===== src/mfc_pkg.sv =====
// modem frequency config: offsets, reset values, field layout, types
package mfc_pkg;

  localparam int MFC_AW = 6;
  localparam int MFC_DW = 8;

  // register offsets
  localparam logic [5:0] MFC_OFS_CARRIER_WORD_A_MID = 6'h0e;
  localparam logic [5:0] MFC_OFS_CARRIER_WORD_A_LOW = 6'h0f;
  localparam logic [5:0] MFC_OFS_BW_RATE = 6'h10;
  localparam logic [5:0] MFC_OFS_SYM_MANT = 6'h11;
  localparam logic [5:0] MFC_OFS_MOD_CODE = 6'h12;

  // values after reset
  localparam logic [7:0] MFC_RST_CARRIER_WORD_A_MID = 8'hc4;
  localparam logic [7:0] MFC_RST_CARRIER_WORD_A_LOW = 8'hec;
  localparam logic [7:0] MFC_RST_BW_RATE = 8'h8c;
  localparam logic [7:0] MFC_RST_SYM_MANT = 8'h22;
  localparam logic [7:0] MFC_RST_MOD_CODE = 8'h00;

  // field positions
  localparam int MFC_BW_E_HI = 7;
  localparam int MFC_BW_E_LO = 6;
  localparam int MFC_BW_M_HI = 5;
  localparam int MFC_BW_M_LO = 4;
  localparam int MFC_SR_E_HI = 3;
  localparam int MFC_DCF_BIT = 7;
  localparam int MFC_MOD_HI = 6;
  localparam int MFC_MOD_LO = 4;
  localparam int MFC_MAN_BIT = 3;

  // decimation arithmetic, symbol-rate accumulator, async packet format code
  localparam logic [8:0] MFC_DEC_SCALE = 9'h008;
  localparam logic [8:0] MFC_DEC_BASE = 9'h004;
  localparam logic [8:0] MFC_RATE_HIDDEN = 9'h100;
  localparam int MFC_RATE_ACC_W = 28;
  localparam logic [1:0] MFC_PKT_ASYNC = 2'h3;

  // modulation field codes
  localparam logic [2:0] MFC_CODE_2FSK = 3'h0;
  localparam logic [2:0] MFC_CODE_GFSK = 3'h1;
  localparam logic [2:0] MFC_CODE_OOK = 3'h3;
  localparam logic [2:0] MFC_CODE_4FSK = 3'h4;

  typedef enum logic [2:0] {
    MFC_MOD_2FSK,
    MFC_MOD_GFSK,
    MFC_MOD_OOK,
    MFC_MOD_4FSK
  } mfc_mod_e;

  typedef struct packed {
    logic [23:0] carrier_word;
    logic [1:0] chan_bw_exponent;
    logic [1:0] chan_bw_mantissa;
    logic [8:0] decim_ratio;
    logic [3:0] symbol_rate_exp;
    logic [7:0] symbol_rate_mant;
    logic dc_block_enable;
    mfc_mod_e modulation_select;
    logic modulation_reserved;
    logic manchester_en;
  } mfc_cfg_s;

  localparam mfc_cfg_s MFC_CFG_RST = '{
    carrier_word: 24'h00c4ec,
    chan_bw_exponent: 2'h2,
    chan_bw_mantissa: 2'h0,
    decim_ratio: 9'h080,
    symbol_rate_exp: 4'hc,
    symbol_rate_mant: 8'h22,
    dc_block_enable: 1'b1,
    modulation_select: MFC_MOD_2FSK,
    modulation_reserved: 1'b0,
    manchester_en: 1'b0
  };

endpackage


===== src/mfc_rate_nco.sv =====
// symbol-rate accumulator: one tick per symbol period
`timescale 1ns/1ps
module mfc_rate_nco
  import mfc_pkg::*;
#(
  parameter int ACC_W = MFC_RATE_ACC_W
) (
  // clock and reset
  input wire logic core_clk_i,
  input wire logic rstn_i,
  // rate setting
  input wire logic [7:0] mant_i,
  input wire logic [3:0] exp_i,
  // symbol strobe
  output logic tick_o
);

  logic [ACC_W-1:0] acc;
  logic [ACC_W-1:0] next_acc;
  logic next_tick;
  logic [ACC_W:0] sum;
  logic [ACC_W-1:0] inc;

  // (256 + mant) << exp, overflow of 2^ACC_W marks a symbol
  always_comb begin
    inc = ACC_W'({MFC_RATE_HIDDEN[8], mant_i}) << exp_i;
    sum = {1'b0, acc} + {1'b0, inc};
    next_acc = sum[ACC_W-1:0];
    next_tick = sum[ACC_W];
  end

  always_ff @(posedge core_clk_i or negedge rstn_i) begin
    if (!rstn_i) begin
      acc <= '0;
      tick_o <= 1'b0;
    end else begin
      acc <= next_acc;
      tick_o <= next_tick;
    end
  end

  property p_tick_on_wrap;
    @(posedge core_clk_i) disable iff (!rstn_i)
    tick_o == $past(sum[ACC_W]);
  endproperty
  a_tick_on_wrap: assert property (p_tick_on_wrap)
    else $error("symbol tick not tied to accumulator wrap");

endmodule


===== src/mfc_regs.sv =====
// modem frequency and modulation configuration register bank
// Operation
// - offset 0x0e holds carrier word bits 15:8, read/write, reset 0xc4
// - offset 0x0f holds carrier word bits 7:0, read/write, reset 0xec
// - bandwidth exponent 7:6, mantissa 5:4 set decimation 8*(4+m)*2^e
// - symbol-rate exponent in bits 3:0, read/write, reset 12
// - symbol rate is (256+mantissa)*2^exp/2^28 times the reference clock
// - offset 0x11 holds symbol-rate mantissa, read/write, reset 0x22
// - bit 7 set bypasses dc blocking; host bypasses only up to 250 kBaud
// - modulation 000 2-FSK, 001 GFSK, 011 OOK, 100 4-FSK, rest reserved
// - 24-bit carrier word is the base frequency in clock/2^16 steps
// - packet format code 11 means asynchronous serial operation
`timescale 1ns/1ps
module mfc_regs
  import mfc_pkg::*;
(
  // clock and reset
  input wire logic core_clk_i,
  input wire logic rstn_i,
  // register access from the serial interface logic
  input wire logic [5:0] reg_addr_i,
  input wire logic [7:0] reg_wdata_i,
  input wire logic reg_wr_i,
  input wire logic reg_rd_i,
  output logic [7:0] reg_rdata_o,
  output logic reg_rvalid_o,
  // neighbouring configuration
  input wire logic [5:0] carrier_word_a_high_i,
  input wire logic [1:0] packet_format_select_i,
  // modem datapath
  output mfc_cfg_s cfg_o,
  output logic symbol_tick_o,
  output logic coding_conflict_o
);

  ////////////////////////////////////////////////////////////////////////////
  // storage

  logic [7:0] carrier_carrier_word_a_mid_byte;
  logic [7:0] carrier_carrier_word_a_low_byte;
  logic [7:0] bandwidth_rate_exp_cfg;
  logic [7:0] symbol_rate_mantissa;
  logic [7:0] modulation_coding_cfg;
  logic [7:0] next_carrier_carrier_word_a_mid_byte;
  logic [7:0] next_carrier_carrier_word_a_low_byte;
  logic [7:0] next_bandwidth_rate_exp_cfg;
  logic [7:0] next_symbol_rate_mantissa;
  logic [7:0] next_modulation_coding_cfg;
  logic [7:0] next_reg_rdata;
  logic next_reg_rvalid;

  function automatic logic wr_hit(input logic [5:0] ofs);
    return reg_wr_i && (reg_addr_i == ofs);
  endfunction

  always_comb begin
    next_carrier_carrier_word_a_mid_byte = carrier_carrier_word_a_mid_byte;
    next_carrier_carrier_word_a_low_byte = carrier_carrier_word_a_low_byte;
    next_bandwidth_rate_exp_cfg = bandwidth_rate_exp_cfg;
    next_symbol_rate_mantissa = symbol_rate_mantissa;
    next_modulation_coding_cfg = modulation_coding_cfg;
    if (wr_hit(MFC_OFS_CARRIER_WORD_A_MID)) begin
      next_carrier_carrier_word_a_mid_byte = reg_wdata_i;
    end
    if (wr_hit(MFC_OFS_CARRIER_WORD_A_LOW)) begin
      next_carrier_carrier_word_a_low_byte = reg_wdata_i;
    end
    if (wr_hit(MFC_OFS_BW_RATE)) begin
      next_bandwidth_rate_exp_cfg = reg_wdata_i;
    end
    if (wr_hit(MFC_OFS_SYM_MANT)) begin
      next_symbol_rate_mantissa = reg_wdata_i;
    end
    // low three bits belong to the sync-mode field kept elsewhere
    if (wr_hit(MFC_OFS_MOD_CODE)) begin
      next_modulation_coding_cfg = {reg_wdata_i[7:3], 3'h0};
    end
    // read data; unmapped offsets answer zero
    next_reg_rvalid = reg_rd_i;
    case (reg_addr_i)
      MFC_OFS_CARRIER_WORD_A_MID: next_reg_rdata = carrier_carrier_word_a_mid_byte;
      MFC_OFS_CARRIER_WORD_A_LOW: next_reg_rdata = carrier_carrier_word_a_low_byte;
      MFC_OFS_BW_RATE: next_reg_rdata = bandwidth_rate_exp_cfg;
      MFC_OFS_SYM_MANT: next_reg_rdata = symbol_rate_mantissa;
      MFC_OFS_MOD_CODE: next_reg_rdata = modulation_coding_cfg;
      default: next_reg_rdata = 8'h00;
    endcase
    if (!reg_rd_i) begin
      next_reg_rdata = reg_rdata_o;
    end
  end

  always_ff @(posedge core_clk_i or negedge rstn_i) begin
    if (!rstn_i) begin
      carrier_carrier_word_a_mid_byte <= MFC_RST_CARRIER_WORD_A_MID;
      carrier_carrier_word_a_low_byte <= MFC_RST_CARRIER_WORD_A_LOW;
      bandwidth_rate_exp_cfg <= MFC_RST_BW_RATE;
      symbol_rate_mantissa <= MFC_RST_SYM_MANT;
      modulation_coding_cfg <= MFC_RST_MOD_CODE;
      reg_rdata_o <= 8'h00;
      reg_rvalid_o <= 1'b0;
    end else begin
      carrier_carrier_word_a_mid_byte <= next_carrier_carrier_word_a_mid_byte;
      carrier_carrier_word_a_low_byte <= next_carrier_carrier_word_a_low_byte;
      bandwidth_rate_exp_cfg <= next_bandwidth_rate_exp_cfg;
      symbol_rate_mantissa <= next_symbol_rate_mantissa;
      modulation_coding_cfg <= next_modulation_coding_cfg;
      reg_rdata_o <= next_reg_rdata;
      reg_rvalid_o <= next_reg_rvalid;
    end
  end

  ////////////////////////////////////////////////////////////////////////////
  // decoded configuration for the datapath

  mfc_cfg_s next_cfg;
  logic next_conflict;

  // 8 * (4 + m) * 2^e, at most 448
  function automatic logic [8:0] decim(input logic [1:0] m,
                                       input logic [1:0] e);
    return ((MFC_DEC_BASE + 9'(m)) * MFC_DEC_SCALE) << e;
  endfunction

  function automatic mfc_mod_e mod_decode(input logic [2:0] code);
    case (code)
      MFC_CODE_GFSK: return MFC_MOD_GFSK;
      MFC_CODE_OOK: return MFC_MOD_OOK;
      MFC_CODE_4FSK: return MFC_MOD_4FSK;
      default: return MFC_MOD_2FSK;
    endcase
  endfunction

  logic [2:0] mod_code;
  logic [1:0] bw_m;
  logic [1:0] bw_e;

  always_comb begin
    mod_code = modulation_coding_cfg[MFC_MOD_HI:MFC_MOD_LO];
    bw_e = bandwidth_rate_exp_cfg[MFC_BW_E_HI:MFC_BW_E_LO];
    bw_m = bandwidth_rate_exp_cfg[MFC_BW_M_HI:MFC_BW_M_LO];
    next_cfg.carrier_word = {2'h0, carrier_word_a_high_i, carrier_carrier_word_a_mid_byte,
                             carrier_carrier_word_a_low_byte};
    next_cfg.chan_bw_exponent = bw_e;
    next_cfg.chan_bw_mantissa = bw_m;
    next_cfg.decim_ratio = decim(bw_m, bw_e);
    next_cfg.symbol_rate_exp =
      bandwidth_rate_exp_cfg[MFC_SR_E_HI:0];
    next_cfg.symbol_rate_mant = symbol_rate_mantissa;
    next_cfg.dc_block_enable = !modulation_coding_cfg[MFC_DCF_BIT];
    next_cfg.modulation_select = mod_decode(mod_code);
    // reserved codes run as 2-FSK but are flagged to the datapath
    next_cfg.modulation_reserved = !(mod_code inside {MFC_CODE_2FSK,
      MFC_CODE_GFSK, MFC_CODE_OOK, MFC_CODE_4FSK});
    next_cfg.manchester_en = modulation_coding_cfg[MFC_MAN_BIT];
    // the host is trusted, so a bad mix is only reported, not corrected
    next_conflict = modulation_coding_cfg[MFC_MAN_BIT] &&
      ((mod_code == MFC_CODE_4FSK) ||
       (packet_format_select_i == MFC_PKT_ASYNC));
  end

  always_ff @(posedge core_clk_i or negedge rstn_i) begin
    if (!rstn_i) begin
      cfg_o <= MFC_CFG_RST;
      coding_conflict_o <= 1'b0;
    end else begin
      cfg_o <= next_cfg;
      coding_conflict_o <= next_conflict;
    end
  end

  mfc_rate_nco u_rate_nco (
    .core_clk_i(core_clk_i),
    .rstn_i(rstn_i),
    .mant_i(symbol_rate_mantissa),
    .exp_i(bandwidth_rate_exp_cfg[MFC_SR_E_HI:0]),
    .tick_o(symbol_tick_o)
  );

  ////////////////////////////////////////////////////////////////////////////
  // checks

  property p_mid_write;
    @(posedge core_clk_i) disable iff (!rstn_i)
    wr_hit(MFC_OFS_CARRIER_WORD_A_MID) |=> ##1 cfg_o.carrier_word[15:8] ==
      $past(reg_wdata_i, 2);
  endproperty
  a_mid_write: assert property (p_mid_write)
    else $error("carrier middle byte not updated");

  property p_low_write;
    @(posedge core_clk_i) disable iff (!rstn_i)
    wr_hit(MFC_OFS_CARRIER_WORD_A_LOW) |=> ##1 cfg_o.carrier_word[7:0] ==
      $past(reg_wdata_i, 2);
  endproperty
  a_low_write: assert property (p_low_write)
    else $error("carrier low byte not updated");

  property p_decim;
    @(posedge core_clk_i) disable iff (!rstn_i)
    wr_hit(MFC_OFS_BW_RATE) && !reg_wdata_i[5] && !reg_wdata_i[7]
      |=> ##1 cfg_o.decim_ratio == ((9'h020 + ($past(reg_wdata_i[4], 2)
      ? 9'h008 : 9'h000)) << $past(reg_wdata_i[6], 2));
  endproperty
  a_decim: assert property (p_decim)
    else $error("decimation ratio wrong");

  property p_rate_exp;
    @(posedge core_clk_i) disable iff (!rstn_i)
    wr_hit(MFC_OFS_BW_RATE) ##1 !wr_hit(MFC_OFS_BW_RATE)
      |=> cfg_o.symbol_rate_exp == $past(reg_wdata_i[3:0], 2);
  endproperty
  a_rate_exp: assert property (p_rate_exp)
    else $error("symbol-rate exponent lost");

  property p_mant_read;
    @(posedge core_clk_i) disable iff (!rstn_i)
    wr_hit(MFC_OFS_SYM_MANT) ##1 (reg_rd_i && !reg_wr_i &&
      reg_addr_i == MFC_OFS_SYM_MANT)
      |=> reg_rvalid_o && reg_rdata_o == $past(reg_wdata_i, 2);
  endproperty
  a_mant_read: assert property (p_mant_read)
    else $error("mantissa readback wrong");

  property p_dc_block;
    @(posedge core_clk_i) disable iff (!rstn_i)
    wr_hit(MFC_OFS_MOD_CODE) |=> ##1 cfg_o.dc_block_enable !=
      $past(reg_wdata_i[7], 2);
  endproperty
  a_dc_block: assert property (p_dc_block)
    else $error("dc blocking polarity wrong");

  property p_mod_4fsk;
    @(posedge core_clk_i) disable iff (!rstn_i)
    wr_hit(MFC_OFS_MOD_CODE) && reg_wdata_i[6:4] == 3'h4 |=> ##1
      cfg_o.modulation_select == MFC_MOD_4FSK && !cfg_o.modulation_reserved;
  endproperty
  a_mod_4fsk: assert property (p_mod_4fsk)
    else $error("4-FSK not decoded");

  property p_mod_reserved;
    @(posedge core_clk_i) disable iff (!rstn_i)
    wr_hit(MFC_OFS_MOD_CODE) && reg_wdata_i[6:4] == 3'h2 |=> ##1
      cfg_o.modulation_reserved;
  endproperty
  a_mod_reserved: assert property (p_mod_reserved)
    else $error("reserved modulation not flagged");

  property p_async_conflict;
    @(posedge core_clk_i) disable iff (!rstn_i)
    modulation_coding_cfg[3] && packet_format_select_i == 2'h3
      |=> coding_conflict_o;
  endproperty
  a_async_conflict: assert property (p_async_conflict)
    else $error("async serial with coding not reported");

endmodule


===== config.mk =====
export PLATFORM = sky130hd
export DESIGN_NAME = mfc_regs
export DESIGN_NICKNAME = d
export VERILOG_FILES = /design/src/mfc_pkg.sv /design/src/mfc_rate_nco.sv /design/src/mfc_regs.sv
export SDC_FILE = /design/constraint.sdc
export NUM_CORES = 1
export LEC_CHECK = 0
export BUFFER_PORTS_ARGS = -buffer_cell sky130_fd_sc_hd__buf_4
export CORE_MARGIN = 5
export CORE_UTILIZATION = 36
export DETAILED_ROUTE_END_ITERATION = 7
export GPL_ROUTABILITY_DRIVEN = 0
export SLEW_MARGIN = 20
export SYNTH_ARGS = -nofsm -noshare
export SYNTH_HDL_FRONTEND = slang
export SYNTH_HIERARCHICAL = 1
export SYNTH_SLANG_ARGS = --single-unit

===== constraint.sdc =====
create_clock -name core_clk_i -period 4.38 [get_ports core_clk_i]
set_clock_uncertainty 0.05 [all_clocks]
set_input_delay 0.876 -clock core_clk_i [delete_from_list [all_inputs] [get_ports core_clk_i]]
set_output_delay 0.876 -clock core_clk_i [all_outputs]
set_load 0.01 [all_outputs]

==> out/summary.md <==
VDD sags by at most 0.298 mV. The run gives 3.47 nW as the leakage power figure. The floorplan step set the die width to 140 um. The critical path goes through mux2_2, o21ai_0, mux2i_1, nor2b_1, ha_1, a211oi_1, o21ai_0, o211ai_1, a21oi_2, o2111ai_1, a211oi_1, o22ai_1. Entering global routing, the biggest net connects 71 pins. The transition time of the tightest slew-check pin was 683 ps. The class of the most critical setup path was reg2reg. The die is 140 um tall. The synthesis-to-finish area growth is 23.2%, and the overall routing resource usage is 0.141. Data on the critical path arrives at its endpoint at 3830 ps. STA classifies the critical path startpoint as a register. Synthesis produced a netlist whose cell count is 543.

The die covers 19700 sq um. The slowest cell on the critical path was sky130_fd_sc_hd__dfrtp_1. The tools report the via count of the first global-routing pass as 4398.

The critical path contains buffers and inverters numbering 0 combined. After clock tree synthesis, the flow added hold-fix buffers numbering 0. The H-tree was split into 4 levels.

Worst stage delay on the critical path: 620 ps. The first TritonRoute pass finished after 5 iterations. In this run the worst path has a maximum fanout of 14.

The worst hold path belongs to the class reg2reg. The share of the yosys chip area belonging to registers was 0.518. The tools report the Yosys warning count as 6.

Port buffering added 85 buffers. After layout, the design draws a total of 4.04 mW. The initial core utilization is 0.367, and the minimum clock period is 3590 ps. Dividing the detail-routed via count by the number of cells gives 5.11. The worst setup path is captured at a register. For the antenna diode count, the log shows 0.

A synthesized cell averages 11.3 sq um. The synthesized design contains 125 register bits. After clock tree synthesis, the clock-pin slew on the worst setup and hold paths is 60 ps. The netlist uses 63 different library cells. For the worst setup path, the data required time is 4630 ps. Across the run, the number of max-cap violations was 0. The initial antenna violation count was 0. Once detail routing completed, the nets flagged for antenna violations numbered 0. Row generation in the floorplan step produced 47 rows. The fraction of registers with async set or reset after synthesis works out to 1.00. The layout has 1522 filler cells. In this run, CTS created clock tree buffers numbering 17. The share of layout cells above drive strength 1 came out at 0.324.

By area the synthesized netlist is led by sky130_fd_sc_hd__dfrtp_1 (40%), sky130_fd_sc_hd__dfstp_2 (12%), sky130_fd_sc_hd__mux2_2 (8.1%), sky130_fd_sc_hd__ha_1 (4.9%), sky130_fd_sc_hd__nand2_1 (2.9%). After legalization and detailed placement, the total HPWL measured 10000 um. The core region is 16600 sq um. The summed instance area of the synthesized netlist is 6110 sq um. Period utilization: 0.819. Total via count after detailed routing: 4421.

Cell class contributing the biggest share of worst-path delay: compound AO/OA/AOI/OAI gates. The hold violation total from the final report came out at 0. Of all cell types, the one taking the most synthesized area is sky130_fd_sc_hd__dfrtp_1. The clock net in this run drives a total of 125 sinks. The worst setup slack after layout came out at 794 ps.

Based on the critical path, the design can be clocked at up to 279 MHz. Power spread over the standard cell area amounts to 536 nW/um^2. The number of setup violations in the final report is 0, and the final design instance area without fill is 7530 sq um. For the sum of overflow across all layers after global routing, the log shows 0. For the number of nets in the final layout, the log shows 684. After detailed routing, the average wire length per cell comes to 15.7 um. For the number of gates resized after cts, the log shows 0. The setup TNS came out at 0 ps. The insertion delay of the later-clocked pin in the worst-skew pair was 410 ps. For this run, the leading register cell type out of synthesis is sky130_fd_sc_hd__dfrtp_1. The first global-routing pass estimated 22500 um of wire. The top cell type's share of synthesized area was 0.397. The number of DRC markers in iteration 0 is 203. TritonCTS built the clock tree.

For the remaining max-slew budget at the tightest pin, the log shows 0.545. The most frequent standard cell in the layout excluding fill and tap cells is sky130_fd_sc_hd__dfrtp_1. Setup repair after global routing left no endpoint under its margin. The run finished with clean final reports. The run gives 0 as the number of design rule violations left after detail routing.

The library cells used most frequently in the layout, excluding fill and tap cells, are sky130_fd_sc_hd__dfrtp_1 (97), sky130_fd_sc_hd__buf_4 (85), sky130_fd_sc_hd__nand2_1 (48). The final layout contains routed wiring with a total length of 13600 um. The count of flip-flops with a built-in enable after synthesis is 0, and the final max-slew violation count is 0.

The area of placed instances is 6960 sq um, and the count of boundary I/O pins is 92. Prior to clock tree synthesis, the placed netlist has a worst setup slack of 857 ps. The maximum count of clock buffers along a single path came out at 2. In this run the clock root is driven by a sky130_fd_sc_hd__clkbuf_16. The tools report the number of buffers added for setup after CTS as 0.
## cell type report
class                      instances  area, sq um  area share
sequential                       125         3160       0.420
multi-input combinational        384         2790       0.371
timing repair buffer              86          658      0.0874
clock buffer                      17          425      0.0565
tap                              220          275      0.0366
clock inverter                    15          140      0.0186
inverter                          19         71.3     0.00948
## state kept, by name, summed over array words and instances (netlist names)
signal	count
cfg_o	49
u_rate_nco/acc	28
bandwidth_rate_exp_cfg	8
carrier_carrier_word_a_low_byte	8
carrier_carrier_word_a_mid_byte	8
reg_rdata_o	8
symbol_rate_mantissa	8
modulation_coding_cfg	5
coding_conflict_o	1
reg_rvalid_o	1
u_rate_nco/tick_o	1
## path summary, 6_finish.rpt
path                                                          from                 end  slack (ps)  cells after the start
min in group asynchronous                                   rstn_i           cfg_o[47]         460                      1
worst max register to register           bandwidth_rate_exp_cfg[1]  u_rate_nco/acc[26]         790                     12
worst min register to register  carrier_carrier_word_a_mid_byte[6]           cfg_o[45]         320                      0
worst max-delay path                     bandwidth_rate_exp_cfg[1]  u_rate_nco/acc[26]         790                     12
worst min-delay path            carrier_carrier_word_a_mid_byte[6]           cfg_o[45]         320                      0
max in group asynchronous                                   rstn_i           cfg_o[17]        2980                      2
## stage by stage
| stage | hold slack [ps] | util | cells |
|---|---|---|---|
| finish | 321 | 0.452 | 866 |
| floorplan | 302 | - | 548 |
| detailed placement | 315 | 0.418 | 834 |
| global placement | 312 | 0.418 | 834 |
| CTS | 322 | 0.452 | 866 |
| global route | 324 | 0.452 | 866 |
## layer usage
| layer | vias up | wire length, um | track usage |
|---|---|---|---|
| met5 | - | 0 | 0 |
| met2 | 131 | 6510 | 0.226 |
| met1 | 2164 | 6030 | 0.183 |
| li1 | 2106 | - | - |
| met4 | 0 | 216 | 0.0433 |
| met3 | 20 | 866 | 0.0450 |
## cell usage after synthesis (6+ instances only)
master,count
sky130_fd_sc_hd__mux2_2,44
sky130_fd_sc_hd__inv_1,19
sky130_fd_sc_hd__nand3_1,11
sky130_fd_sc_hd__o22ai_1,7
sky130_fd_sc_hd__clkbuf_1,11
sky130_fd_sc_hd__nor2_1,30
sky130_fd_sc_hd__nand2b_1,10
sky130_fd_sc_hd__mux2i_1,14
sky130_fd_sc_hd__buf_4,6
sky130_fd_sc_hd__a31oi_1,7
sky130_fd_sc_hd__nor3_1,7
sky130_fd_sc_hd__xor2_1,8
sky130_fd_sc_hd__nand2_1,48
sky130_fd_sc_hd__ha_1,24
sky130_fd_sc_hd__o21ai_0,30
sky130_fd_sc_hd__a21o_1,9
sky130_fd_sc_hd__nor2b_1,13
sky130_fd_sc_hd__a21oi_1,23
sky130_fd_sc_hd__xnor2_1,15
sky130_fd_sc_hd__dfrtp_1,97
sky130_fd_sc_hd__dfstp_2,28
## kinds of logic (layout without fill, tap and decap cells)
family	after synthesis	in the layout	share of synthesized area
buf+inv	39	137	0.0283
fa+ha+maj	25	25	0.0524
simple gates	144	144	0.120
mux	58	58	0.104
flops	125	125	0.518
compound gates	128	128	0.144
xor+xnor	23	23	0.0330
other cells	1	6	0.000614
## where the power goes
| group | switching, mW | leakage [nW] | internal [mW] |
|---|---|---|---|
| logic | 0.644 | 1.66 | 0.517 |
| registers | 0.140 | 1.54 | 1.40 |
| clock network | 0.582 | 0.271 | 0.753 |
Note: power is estimated with default switching activity, not from simulation.
